`config.mk`:
```
export PLATFORM = sky130hd
export DESIGN_NAME = adc_trigger_group_router
export DESIGN_NICKNAME = d
export VERILOG_FILES = /design/src/rtl/trig_route_pkg.sv /design/src/rtl/route_lane.sv /design/src/rtl/adc_trigger_group_router.sv
export SDC_FILE = /design/constraint.sdc
export NUM_CORES = 2
export LEC_CHECK = 0
export ABC_AREA = 1
export BUFFER_PORTS_ARGS = -buffer_cell sky130_fd_sc_hd__buf_2
export CAP_MARGIN = 10
export CORE_MARGIN = 1.5
export CORE_UTILIZATION = 40
export CTS_CLUSTER_SIZE = 25
export DETAILED_ROUTE_END_ITERATION = 8
export GPL_ROUTABILITY_DRIVEN = 0
export GPL_TIMING_DRIVEN = 0
export SYNTH_ARGS = -nofsm -noshare
export SYNTH_HDL_FRONTEND = slang
export SYNTH_SLANG_ARGS = --single-unit
```
`constraint.sdc`:
```
create_clock -name core_clk -period 2.7 [get_ports core_clk]
set_input_delay 0.135 -clock core_clk [delete_from_list [all_inputs] [get_ports core_clk]]
set_output_delay 0.135 -clock core_clk [all_outputs]
set_load 0.01 [all_outputs]
```
`src/rtl/trig_route_pkg.sv`:
```
// Shared constants and types of the converter trigger routing group
package trig_route_pkg;

  // ****************************************
  // Sizes
  // ****************************************
  localparam int num_outputs = 12;
  localparam int num_generic = 5;
  localparam int num_units = 3;
  localparam int num_channels = 4;
  localparam int num_starts = 12;
  localparam int num_sources = 80;

  // ****************************************
  // Input index ranges of the group
  // ****************************************
  localparam logic [7:0] idx_first = 8'h01;
  localparam logic [7:0] idx_last = 8'h4f;
  localparam int motor_timer_line = 1;

  // ****************************************
  // Register byte offsets
  // ****************************************
  localparam logic [7:0] route_ctl_base = 8'h00;
  localparam logic [7:0] route_ctl_last = 8'h2c;
  localparam logic [7:0] unit_sel_base = 8'h40;
  localparam logic [7:0] unit_sel_last = 8'h48;
  localparam logic [7:0] chan_ctl_base = 8'h60;
  localparam logic [7:0] chan_ctl_last = 8'h8c;
  localparam logic [7:0] timer_ctl_off = 8'h90;
  localparam logic [7:0] timer_cmp_off = 8'h94;
  localparam logic [7:0] timer_per_off = 8'h98;
  localparam logic [7:0] status_off = 8'h9c;

  // ****************************************
  // Field layout and reset values
  // ****************************************
  localparam int route_ctl_width = 10;
  localparam int unit_field_width = 4;
  localparam int unit_sel_width = 20;
  localparam int chan_sel_width = 3;
  localparam int timer_width = 16;
  localparam int status_gout_lsb = 0;
  localparam int status_count_lsb = 16;
  localparam logic [2:0] chan_sel_generic_first = 3'h2;
  localparam logic [2:0] chan_sel_generic_last = 3'h6;
  localparam logic [3:0] unit_field_none = 4'hc;
  localparam logic [9:0] route_ctl_reset = 10'h000;
  localparam logic [19:0] unit_sel_reset = 20'hccccc;
  localparam logic [2:0] chan_sel_reset = 3'h0;
  localparam logic [15:0] timer_reset = 16'h0000;

  typedef struct packed {
    logic route_pulse_mode;
    logic route_polarity_flip;
    logic [7:0] route_input_index;
  } route_ctl_type;

  typedef struct packed {
    logic [11:0] motor_counter_trigger_source;
    logic [3:0] wide_counter_trigger_source;
    logic [31:0] io_line_source;
    logic [5:0] converter_done_source;
    logic [2:0] event_generator_source;
    logic [3:0] fault_event_source;
    logic [1:0] trace_event_source;
    logic [15:0] dma_trigger_source;
  } trigger_sources_type;

endpackage

```
`src/rtl/route_lane.sv`:
```
// One output lane of the trigger group: select, polarity and pulse shaping
`timescale 1ns/1ps
module route_lane (
  input wire logic core_clk,
  input wire logic nrst,
  input wire logic clk_en,
  input wire logic [trig_route_pkg::num_sources-1:0] src_vec,
  input wire trig_route_pkg::route_ctl_type ctl,
  output logic trig_q
);
  import trig_route_pkg::*;

  // ****************************************
  // Selection
  // ****************************************
  wire logic sel_valid;
  wire logic sel_raw;
  wire logic shaped;
  logic prev_q;

  // Indices outside the group route nothing, whatever the polarity bit says
  assign sel_valid = (ctl.route_input_index >= idx_first) &&
                     (ctl.route_input_index <= idx_last);
  assign sel_raw = sel_valid ? src_vec[ctl.route_input_index[6:0]] : 1'b0;
  assign shaped = sel_valid & (sel_raw ^ ctl.route_polarity_flip);

  // ****************************************
  // Output stage
  // ****************************************
  always_ff @(posedge core_clk) begin
    if (!nrst) begin
      prev_q <= 1'b0;
      trig_q <= 1'b0;
    end else if (clk_en) begin
      prev_q <= shaped;
      trig_q <= ctl.route_pulse_mode ? (shaped & ~prev_q) : shaped;
    end
  end

endmodule

```
`src/rtl/adc_trigger_group_router.sv`:
```
// Converter trigger group: twelve routed generic triggers and converter start selection
//
// Overview of operation
// - Five generic trigger inputs per unit, any usable as a channel start.
// - Twelve group outputs, indices 0 to 11, feed the converter units.
// - Indices 1-16 DMA, 17-18 trace, 19-22 fault, 23-25 event generator.
// - Indices 26-31 converter done, 32-63 the thirty-two I/O lines.
// - Indices 64-67 wide counters, 68-79 twelve motor counters.
// - Each output has a control register whose select field picks its input.
// - Timer emits a trigger pulse when its count equals compare value 0.
// - Unit generic input select field value 8 connects group output 8.
// - Channel select value 4 chooses the unit's generic input 2.
// - One routed trigger starts channel 3 of all units in the same cycle.
// - Edge field chooses pulse or level delivery of each output.
`timescale 1ns/1ps
module adc_trigger_group_router (
  input wire logic core_clk,
  input wire logic nrst,
  input wire logic clk_en,
  input wire logic wb_cyc_i,
  input wire logic wb_stb_i,
  input wire logic wb_we_i,
  input wire logic [7:0] wb_adr_i,
  input wire logic [3:0] wb_sel_i,
  input wire logic [31:0] wb_dat_i,
  output logic [31:0] wb_dat_o,
  output logic wb_ack_o,
  input wire trig_route_pkg::trigger_sources_type sources,
  output logic [trig_route_pkg::num_outputs-1:0] converter_generic_trigger_out,
  output logic [trig_route_pkg::num_starts-1:0] channel_start
);
  import trig_route_pkg::*;

  // ****************************************
  // Helper functions
  // ****************************************
  function automatic logic [31:0] wmerge(input logic [31:0] old_v, input logic [31:0] new_v,
                                         input logic [3:0] be);
    logic [31:0] r;
    r = old_v;
    for (int b = 0; b < 4; b++) begin
      if (be[b]) begin
        r[b*8 +: 8] = new_v[b*8 +: 8];
      end
    end
    return r;
  endfunction

  // Channel select -> generic input -> group output level
  function automatic logic pick_generic(input logic [unit_sel_width-1:0] usel,
                                        input logic [chan_sel_width-1:0] csel,
                                        input logic [num_outputs-1:0] gout);
    logic [2:0] gin;
    logic [3:0] grp;
    logic r;
    gin = csel - chan_sel_generic_first;
    grp = usel[gin*unit_field_width +: unit_field_width];
    r = 1'b0;
    if (csel >= chan_sel_generic_first && csel <= chan_sel_generic_last &&
        grp < unit_field_none) begin
      r = gout[grp];
    end
    return r;
  endfunction

  // ****************************************
  // Registers
  // ****************************************
  route_ctl_type route_ctl_q [num_outputs];
  logic [unit_sel_width-1:0] unit_sel_q [num_units];
  logic [chan_sel_width-1:0] chan_sel_q [num_starts];
  logic timer_en_q;
  logic [timer_width-1:0] timer_cmp_q;
  logic [timer_width-1:0] timer_per_q;
  logic [timer_width-1:0] timer_cnt_q;
  logic timer_match_q;
  logic [31:0] io_s1_q;
  logic [31:0] io_s2_q;
  logic [31:0] io_s3_q;
  logic [31:0] io_stable_q;

  // ****************************************
  // Bus decode
  // ****************************************
  wire logic req;
  wire logic wr_go;
  wire logic hit_route;
  wire logic hit_unit;
  wire logic hit_chan;
  wire logic [7:0] chan_off;
  wire logic [3:0] route_idx;
  wire logic [1:0] unit_idx;
  wire logic [3:0] chan_idx;
  wire logic [31:0] rd_data;
  wire logic [31:0] route_mrg;
  wire logic [31:0] unit_mrg;
  wire logic [31:0] chan_mrg;
  wire logic [31:0] tcmp_mrg;
  wire logic [31:0] tper_mrg;

  // Merged write words, so that byte enables keep untouched bytes
  assign route_mrg = wmerge({22'h0, route_ctl_q[route_idx]}, wb_dat_i, wb_sel_i);
  assign unit_mrg = wmerge({12'h0, unit_sel_q[unit_idx]}, wb_dat_i, wb_sel_i);
  assign chan_mrg = wmerge({29'h0, chan_sel_q[chan_idx]}, wb_dat_i, wb_sel_i);
  assign tcmp_mrg = wmerge({16'h0, timer_cmp_q}, wb_dat_i, wb_sel_i);
  assign tper_mrg = wmerge({16'h0, timer_per_q}, wb_dat_i, wb_sel_i);

  assign req = wb_cyc_i & wb_stb_i & ~wb_ack_o;
  assign wr_go = req & wb_we_i;
  assign route_idx = wb_adr_i[5:2];
  assign unit_idx = wb_adr_i[3:2];
  assign chan_off = wb_adr_i - chan_ctl_base;
  assign chan_idx = chan_off[5:2];
  assign hit_route = (wb_adr_i >= route_ctl_base) && (wb_adr_i <= route_ctl_last);
  assign hit_unit = (wb_adr_i >= unit_sel_base) && (wb_adr_i <= unit_sel_last);
  assign hit_chan = (wb_adr_i >= chan_ctl_base) && (wb_adr_i <= chan_ctl_last);

  // Unmapped addresses read zero and still get an ack so the master never hangs
  assign rd_data =
    hit_route ? {22'h0, route_ctl_q[route_idx]} :
    hit_unit ? {12'h0, unit_sel_q[unit_idx]} :
    hit_chan ? {29'h0, chan_sel_q[chan_idx]} :
    (wb_adr_i[7:2] == timer_ctl_off[7:2]) ? {31'h0, timer_en_q} :
    (wb_adr_i[7:2] == timer_cmp_off[7:2]) ? {16'h0, timer_cmp_q} :
    (wb_adr_i[7:2] == timer_per_off[7:2]) ? {16'h0, timer_per_q} :
    (wb_adr_i[7:2] == status_off[7:2]) ?
      {timer_cnt_q, 4'h0, converter_generic_trigger_out} : 32'h0;

  always_ff @(posedge core_clk) begin
    if (!nrst) begin
      wb_ack_o <= 1'b0;
      wb_dat_o <= 32'h0;
    end else if (clk_en) begin
      wb_ack_o <= req;
      wb_dat_o <= req ? rd_data : 32'h0;
    end
  end

  // ****************************************
  // Register writes
  // ****************************************
  always_ff @(posedge core_clk) begin
    if (!nrst) begin
      for (int k = 0; k < num_outputs; k++) begin
        route_ctl_q[k] <= route_ctl_reset;
      end
      for (int u = 0; u < num_units; u++) begin
        unit_sel_q[u] <= unit_sel_reset;
      end
      for (int c = 0; c < num_starts; c++) begin
        chan_sel_q[c] <= chan_sel_reset;
      end
      timer_en_q <= 1'b0;
      timer_cmp_q <= timer_reset;
      timer_per_q <= timer_reset;
    end else if (clk_en && wr_go) begin
      if (hit_route) begin
        route_ctl_q[route_idx] <= route_mrg[route_ctl_width-1:0];
      end
      if (hit_unit) begin
        unit_sel_q[unit_idx] <= unit_mrg[unit_sel_width-1:0];
      end
      if (hit_chan) begin
        chan_sel_q[chan_idx] <= chan_mrg[chan_sel_width-1:0];
      end
      if (wb_adr_i[7:2] == timer_ctl_off[7:2] && wb_sel_i[0]) begin
        timer_en_q <= wb_dat_i[0];
      end
      if (wb_adr_i[7:2] == timer_cmp_off[7:2]) begin
        timer_cmp_q <= tcmp_mrg[timer_width-1:0];
      end
      if (wb_adr_i[7:2] == timer_per_off[7:2]) begin
        timer_per_q <= tper_mrg[timer_width-1:0];
      end
    end
  end

  // ****************************************
  // Reference timer
  // ****************************************
  // Its compare-0 pulse joins motor counter line 1 so the group can be exercised alone
  always_ff @(posedge core_clk) begin
    if (!nrst) begin
      timer_cnt_q <= timer_reset;
      timer_match_q <= 1'b0;
    end else if (clk_en) begin
      if (!timer_en_q || timer_cnt_q >= timer_per_q) begin
        timer_cnt_q <= timer_reset;
      end else begin
        timer_cnt_q <= timer_cnt_q + 16'h0001;
      end
      timer_match_q <= timer_en_q && (timer_cnt_q == timer_cmp_q);
    end
  end

  // ****************************************
  // Pin synchroniser for I/O lines
  // ****************************************
  // A line only changes once the second and third stages agree, filtering one-cycle glitches
  always_ff @(posedge core_clk) begin
    if (!nrst) begin
      io_s1_q <= 32'h0;
      io_s2_q <= 32'h0;
      io_s3_q <= 32'h0;
      io_stable_q <= 32'h0;
    end else if (clk_en) begin
      io_s1_q <= sources.io_line_source;
      io_s2_q <= io_s1_q;
      io_s3_q <= io_s2_q;
      // Where stages disagree the old value holds; where they agree it is taken
      io_stable_q <= (io_stable_q & (io_s2_q ^ io_s3_q)) | (io_s2_q & io_s3_q);
    end
  end

  // ****************************************
  // Group input vector
  // ****************************************
  wire logic [11:0] motor_lines;
  wire logic [num_sources-1:0] src_vec;

  assign motor_lines = sources.motor_counter_trigger_source |
                       (12'h001 << motor_timer_line) & {12{timer_match_q}};
  // Index 0 is tied low so a cleared select never fires
  assign src_vec = {motor_lines,
                    sources.wide_counter_trigger_source,
                    io_stable_q,
                    sources.converter_done_source,
                    sources.event_generator_source,
                    sources.fault_event_source,
                    sources.trace_event_source,
                    sources.dma_trigger_source,
                    1'b0};

  // ****************************************
  // Twelve output lanes
  // ****************************************
  for (genvar k = 0; k < num_outputs; k++) begin : g_lane
    route_lane u_lane (
      .core_clk(core_clk),
      .nrst(nrst),
      .clk_en(clk_en),
      .src_vec(src_vec),
      .ctl(route_ctl_q[k]),
      .trig_q(converter_generic_trigger_out[k])
    );
  end

  // ****************************************
  // Converter channel starts
  // ****************************************
  // All channels sample the same registered outputs, so one event starts them together
  wire logic [num_starts-1:0] start_d;

  for (genvar c = 0; c < num_starts; c++) begin : g_start
    assign start_d[c] = pick_generic(unit_sel_q[c / num_channels], chan_sel_q[c],
                                     converter_generic_trigger_out);
  end

  always_ff @(posedge core_clk) begin
    if (!nrst) begin
      channel_start <= 12'h000;
    end else if (clk_en) begin
      channel_start <= start_d;
    end
  end

endmodule

```
==> impl_results.md <==
- Status: finished with violations
- Failing checks: DRC, capacitance limit, slew limit, setup timing
- CTS Buf Count: 60
- Max Fclk: 353 MHz
- Crit start category: flip-flop
- R2r worst-path depth: 11
- Total gr overflow: 0
- Critical path type: flip-flop to flip-flop
- Cell taking the most area after synthesis: edfxtp_1
- Hold path depth: 3
- Post-synthesis mux area share: 0
- Filler cell count: roughly 9400
- Hold Vio Cnt, Final: 0
- Measured slew at the worst slew-check pin: approximately 1500 ps
- Max-cap violations: 2
- Syn Area/Cell: about 6.6 µm²
- Xor and xnor area share after synthesis: 0.00238
- Vias in the first global route: between 30000 and 40000
- Drt drc: 4
- Wirelength per Cell: 25.3 µm
- Worst skew pair latency: ~680 ps
- Register-to-Register Setup Slack: -130 ps
- Die span in x: roughly 310 µm
- Pwr Density: about 510 nW/µm²
- PortBufs: 170
- Synth cell types: 49
- Worst r2r src: io_stable_q[8]
- Relative slew slack: -0.0103
- Worst Path Max Fanout: 10
- Top-Level Pins: ~190
- Fin area: ~43000 µm²
- Prevailing post-synth register cell: edfxtp_1
- Yosys top cell area share: 0.235
- Flops & latches, synth: 535
- Final Slew Violations: 22
- Initial antenna violation count: 2
- Synth Area in Adders: 0.0279
- Final #Nets: between 6000 and 7000
- Ranking of synthesized cells by area: edfxtp_1 (24%), nand2_1 (17%), dfxtp_1 (13%), nand3_1 (12%), nor2_1 (6.0%)
- Clk buf depth: 3
- Peak supply drop: approximately 0.56 mV
- Critical Path RT: 3280 ps
- DR pass1 iterations: 9
- Largest net degree at the start of global routing: 20
- Register area share after synthesis: 0.370
- DP Area: 39300 µm²
- Final design utilization: 0.470
- Overall power: ~22 mW
- Synth warnings: 0
- Clock Skew: about 38 ps
- Total GRT Usage: 0.374
- Arr. time, crit path: approximately 3400 ps
- Die area: approximately 94000 µm²
- Hold crit path type: primary input to flip-flop
- Via density: slightly above 6
- Worst path bufs/invs: 1
- Reg-to-Reg End: g_lane[7].u_lane.trig_q
- HP Start: nrst
- Clock edge transition at the registers on the reported setup and hold paths: around 70 ps
- Antenna Nets Post-Route: 0
- Die height: 306 µm
- FFs w/ async S/R, synth: 0
- Initial Util: 0.406
- RSZ-0062 raised after global routing: yes
- Crit-path slowest cell: clkbuf_1
- H-tree levels: 2
- Crit path cell chain: clkbuf_1, nand2_1, nand3_1, nand3_1, nand3_1, nand3_1, nand3_1, nand2_1, nand3_1, nand4_1, a21oi_1
- Critical Path End Type: flip-flop
- Post-DP HPWL: approximately 130 mm
- Synth Area in Compound Gates: 0.141
- Hold endpoint: timer_cnt_q[1]
- Max stage delay on crit path: 940 ps
- Final hold slack: approximately 43 ps
- Top cells by count, synth: nand2_1 (1655), nand3_1 (916), nor2_1 (585)
- Cell with the most instances after synthesis: nand2_1
- CP delay by family, top: simple AND/OR/NAND/NOR gates
- Synth-to-layout area growth: 15.8%
- Root buf cell: clkbuf_16
- CTS Sinks: between 500 and 600
- Post-route minimum period: 2830 ps
- Floorplan core area: between 90000 and 100000 µm²
- Share of layout cells above drive strength 1: 0.0907
- Vias: about 44000
- Syn Inst Count: 5593
- Post-synth EDFFs: approximately 290
- WL final: 182 mm
- Cell area after synthesis: roughly 37000 µm²
- Lkg Pwr: between 15 and 20 nW
- Dpl ws: -804 ps
- Initial DRC count: slightly below 8000
- Main combinational cell family by area after synthesis: simple AND/OR/NAND/NOR gates
- Row cnt: 110
- Setup slack after layout: -131 ps
- First-pass GRT wire length: 259 mm
- Final period util: 1.05
- Setup violators final: 25
- TritonCTS clock tree: built
- Cell mode on critical path: nand3_1
- Synth Area in Simple Gates: 0.370
-- worst max path at each step --
stage / startpoint / to / slack [ps] / depth (start not counted)
5_1_grt: route_ctl_q[7][0] / g_lane[7].u_lane.trig_q / -80 / 11
3_3_place_gp: wb_adr_i[3] / route_ctl_q[0][0] / -780 / 10
3_5_place_dp: wb_adr_i[3] / route_ctl_q[0][1] / -800 / 10
2_1_floorplan: wb_ack_o / unit_sel_q[2][0] / 320 / 12
4_1_cts: io_stable_q[12] / g_lane[7].u_lane.trig_q / 3 / 11
6_report: io_stable_q[8] / g_lane[7].u_lane.trig_q / -130 / 11
-- registers in the layout (all words and copies together) (netlist names), 16 cells and up --
signal and count:
route_ctl_q 160, unit_sel_q 80, chan_sel_q 48, io_s1_q 32
io_s2_q 32, io_s3_q 32, io_stable_q 32, wb_dat_o 32
timer_cmp_q 16, timer_cnt_q 16, timer_per_q 16
-- where the power goes --
part           switching (mW)  total, mW  internal, mW
Clock                    3.66       8.45          4.79
Sequential              0.309       9.22          8.92
Combinational            2.84       3.94          1.09
Total                    6.81       21.6          14.8
-- area by class of cell --
class | instances | area, µm² | area share
clock buffer | 84 | 1690 | 0.0397
timing repair buffer | 264 | 1740 | 0.0409
inverter | 357 | 1380 | 0.0325
antenna | 2 | 5.00 | 0.000118
buffer | 421 | 1950 | 0.0459
clock inverter | 28 | 329 | 0.00773
sequential | 535 | 13600 | 0.319
multi-input combinational | 4342 | 20400 | 0.479
tap | 1176 | 1470 | 0.0346
-- layer usage --
layer | vias to the layer above | part of all wire | global-route usage
li1 | 19507 | - | -
met5 | - | 0.00054 | 0.00207
met3 | 738 | 0.16 | 0.146
met4 | 4 | 0.064 | 0.184
met2 | 3498 | 0.39 | 0.524
met1 | 20177 | 0.38 | 0.498
-- cell usage in the layout (no fill, tap or decap), drive strengths merged, types with 18 or more instances in the layout --
cell type,n
nor2,590
dlygate4sd3,62
buf,331
dfxtp,247
inv,334
clkbuf,375
o221ai,18
nand2,1664
a21oi,279
conb,72
clkinv,32
o22ai,107
o21ai,388
edfxtp,288
nand3,916
nand4,43
ha,82
o211ai,46
-- repair_timing --
item                                    4_1_cts  5_1_grt
gates resized for setup                      39      156
endpoints found under the setup margin      279      262
endpoints found under the hold margin        94        0
hold buffers                                 62        0
pin swaps                                     2        4
cloned                                        4        0
buffers inserted                              6       24
-- cells by family (layout without fill, tap and decap cells) --
group                      count (synthesis)  in the layout
buffers and inverters                    791           1154
xor gates and xnor gates                  10             10
adders and majority gates                 82             82
other                                      1             74
DFF                                      535            535
AOI/OAI and AO/OA                        920            920
and+or+nand+nor                         3254           3258
-- per-stage QoR --
stage / instances / TNS, ps
2_1_floorplan: 5664 / 0
3_3_place_gp: 7010 / -174860
3_5_place_dp: 7010 / -184840
4_1_cts: 7184 / 0
5_1_grt: 7207 / -86.2
6_report: 7209 / -1030
-- worst min-delay path: cells and delay by family --
kind	cells	cell delay (ps)
AO/OA/AOI/OAI	1	70
AND/OR/NAND/NOR	1	270
buffers and inverters	1	210
(Power assumes the default switching activity.)
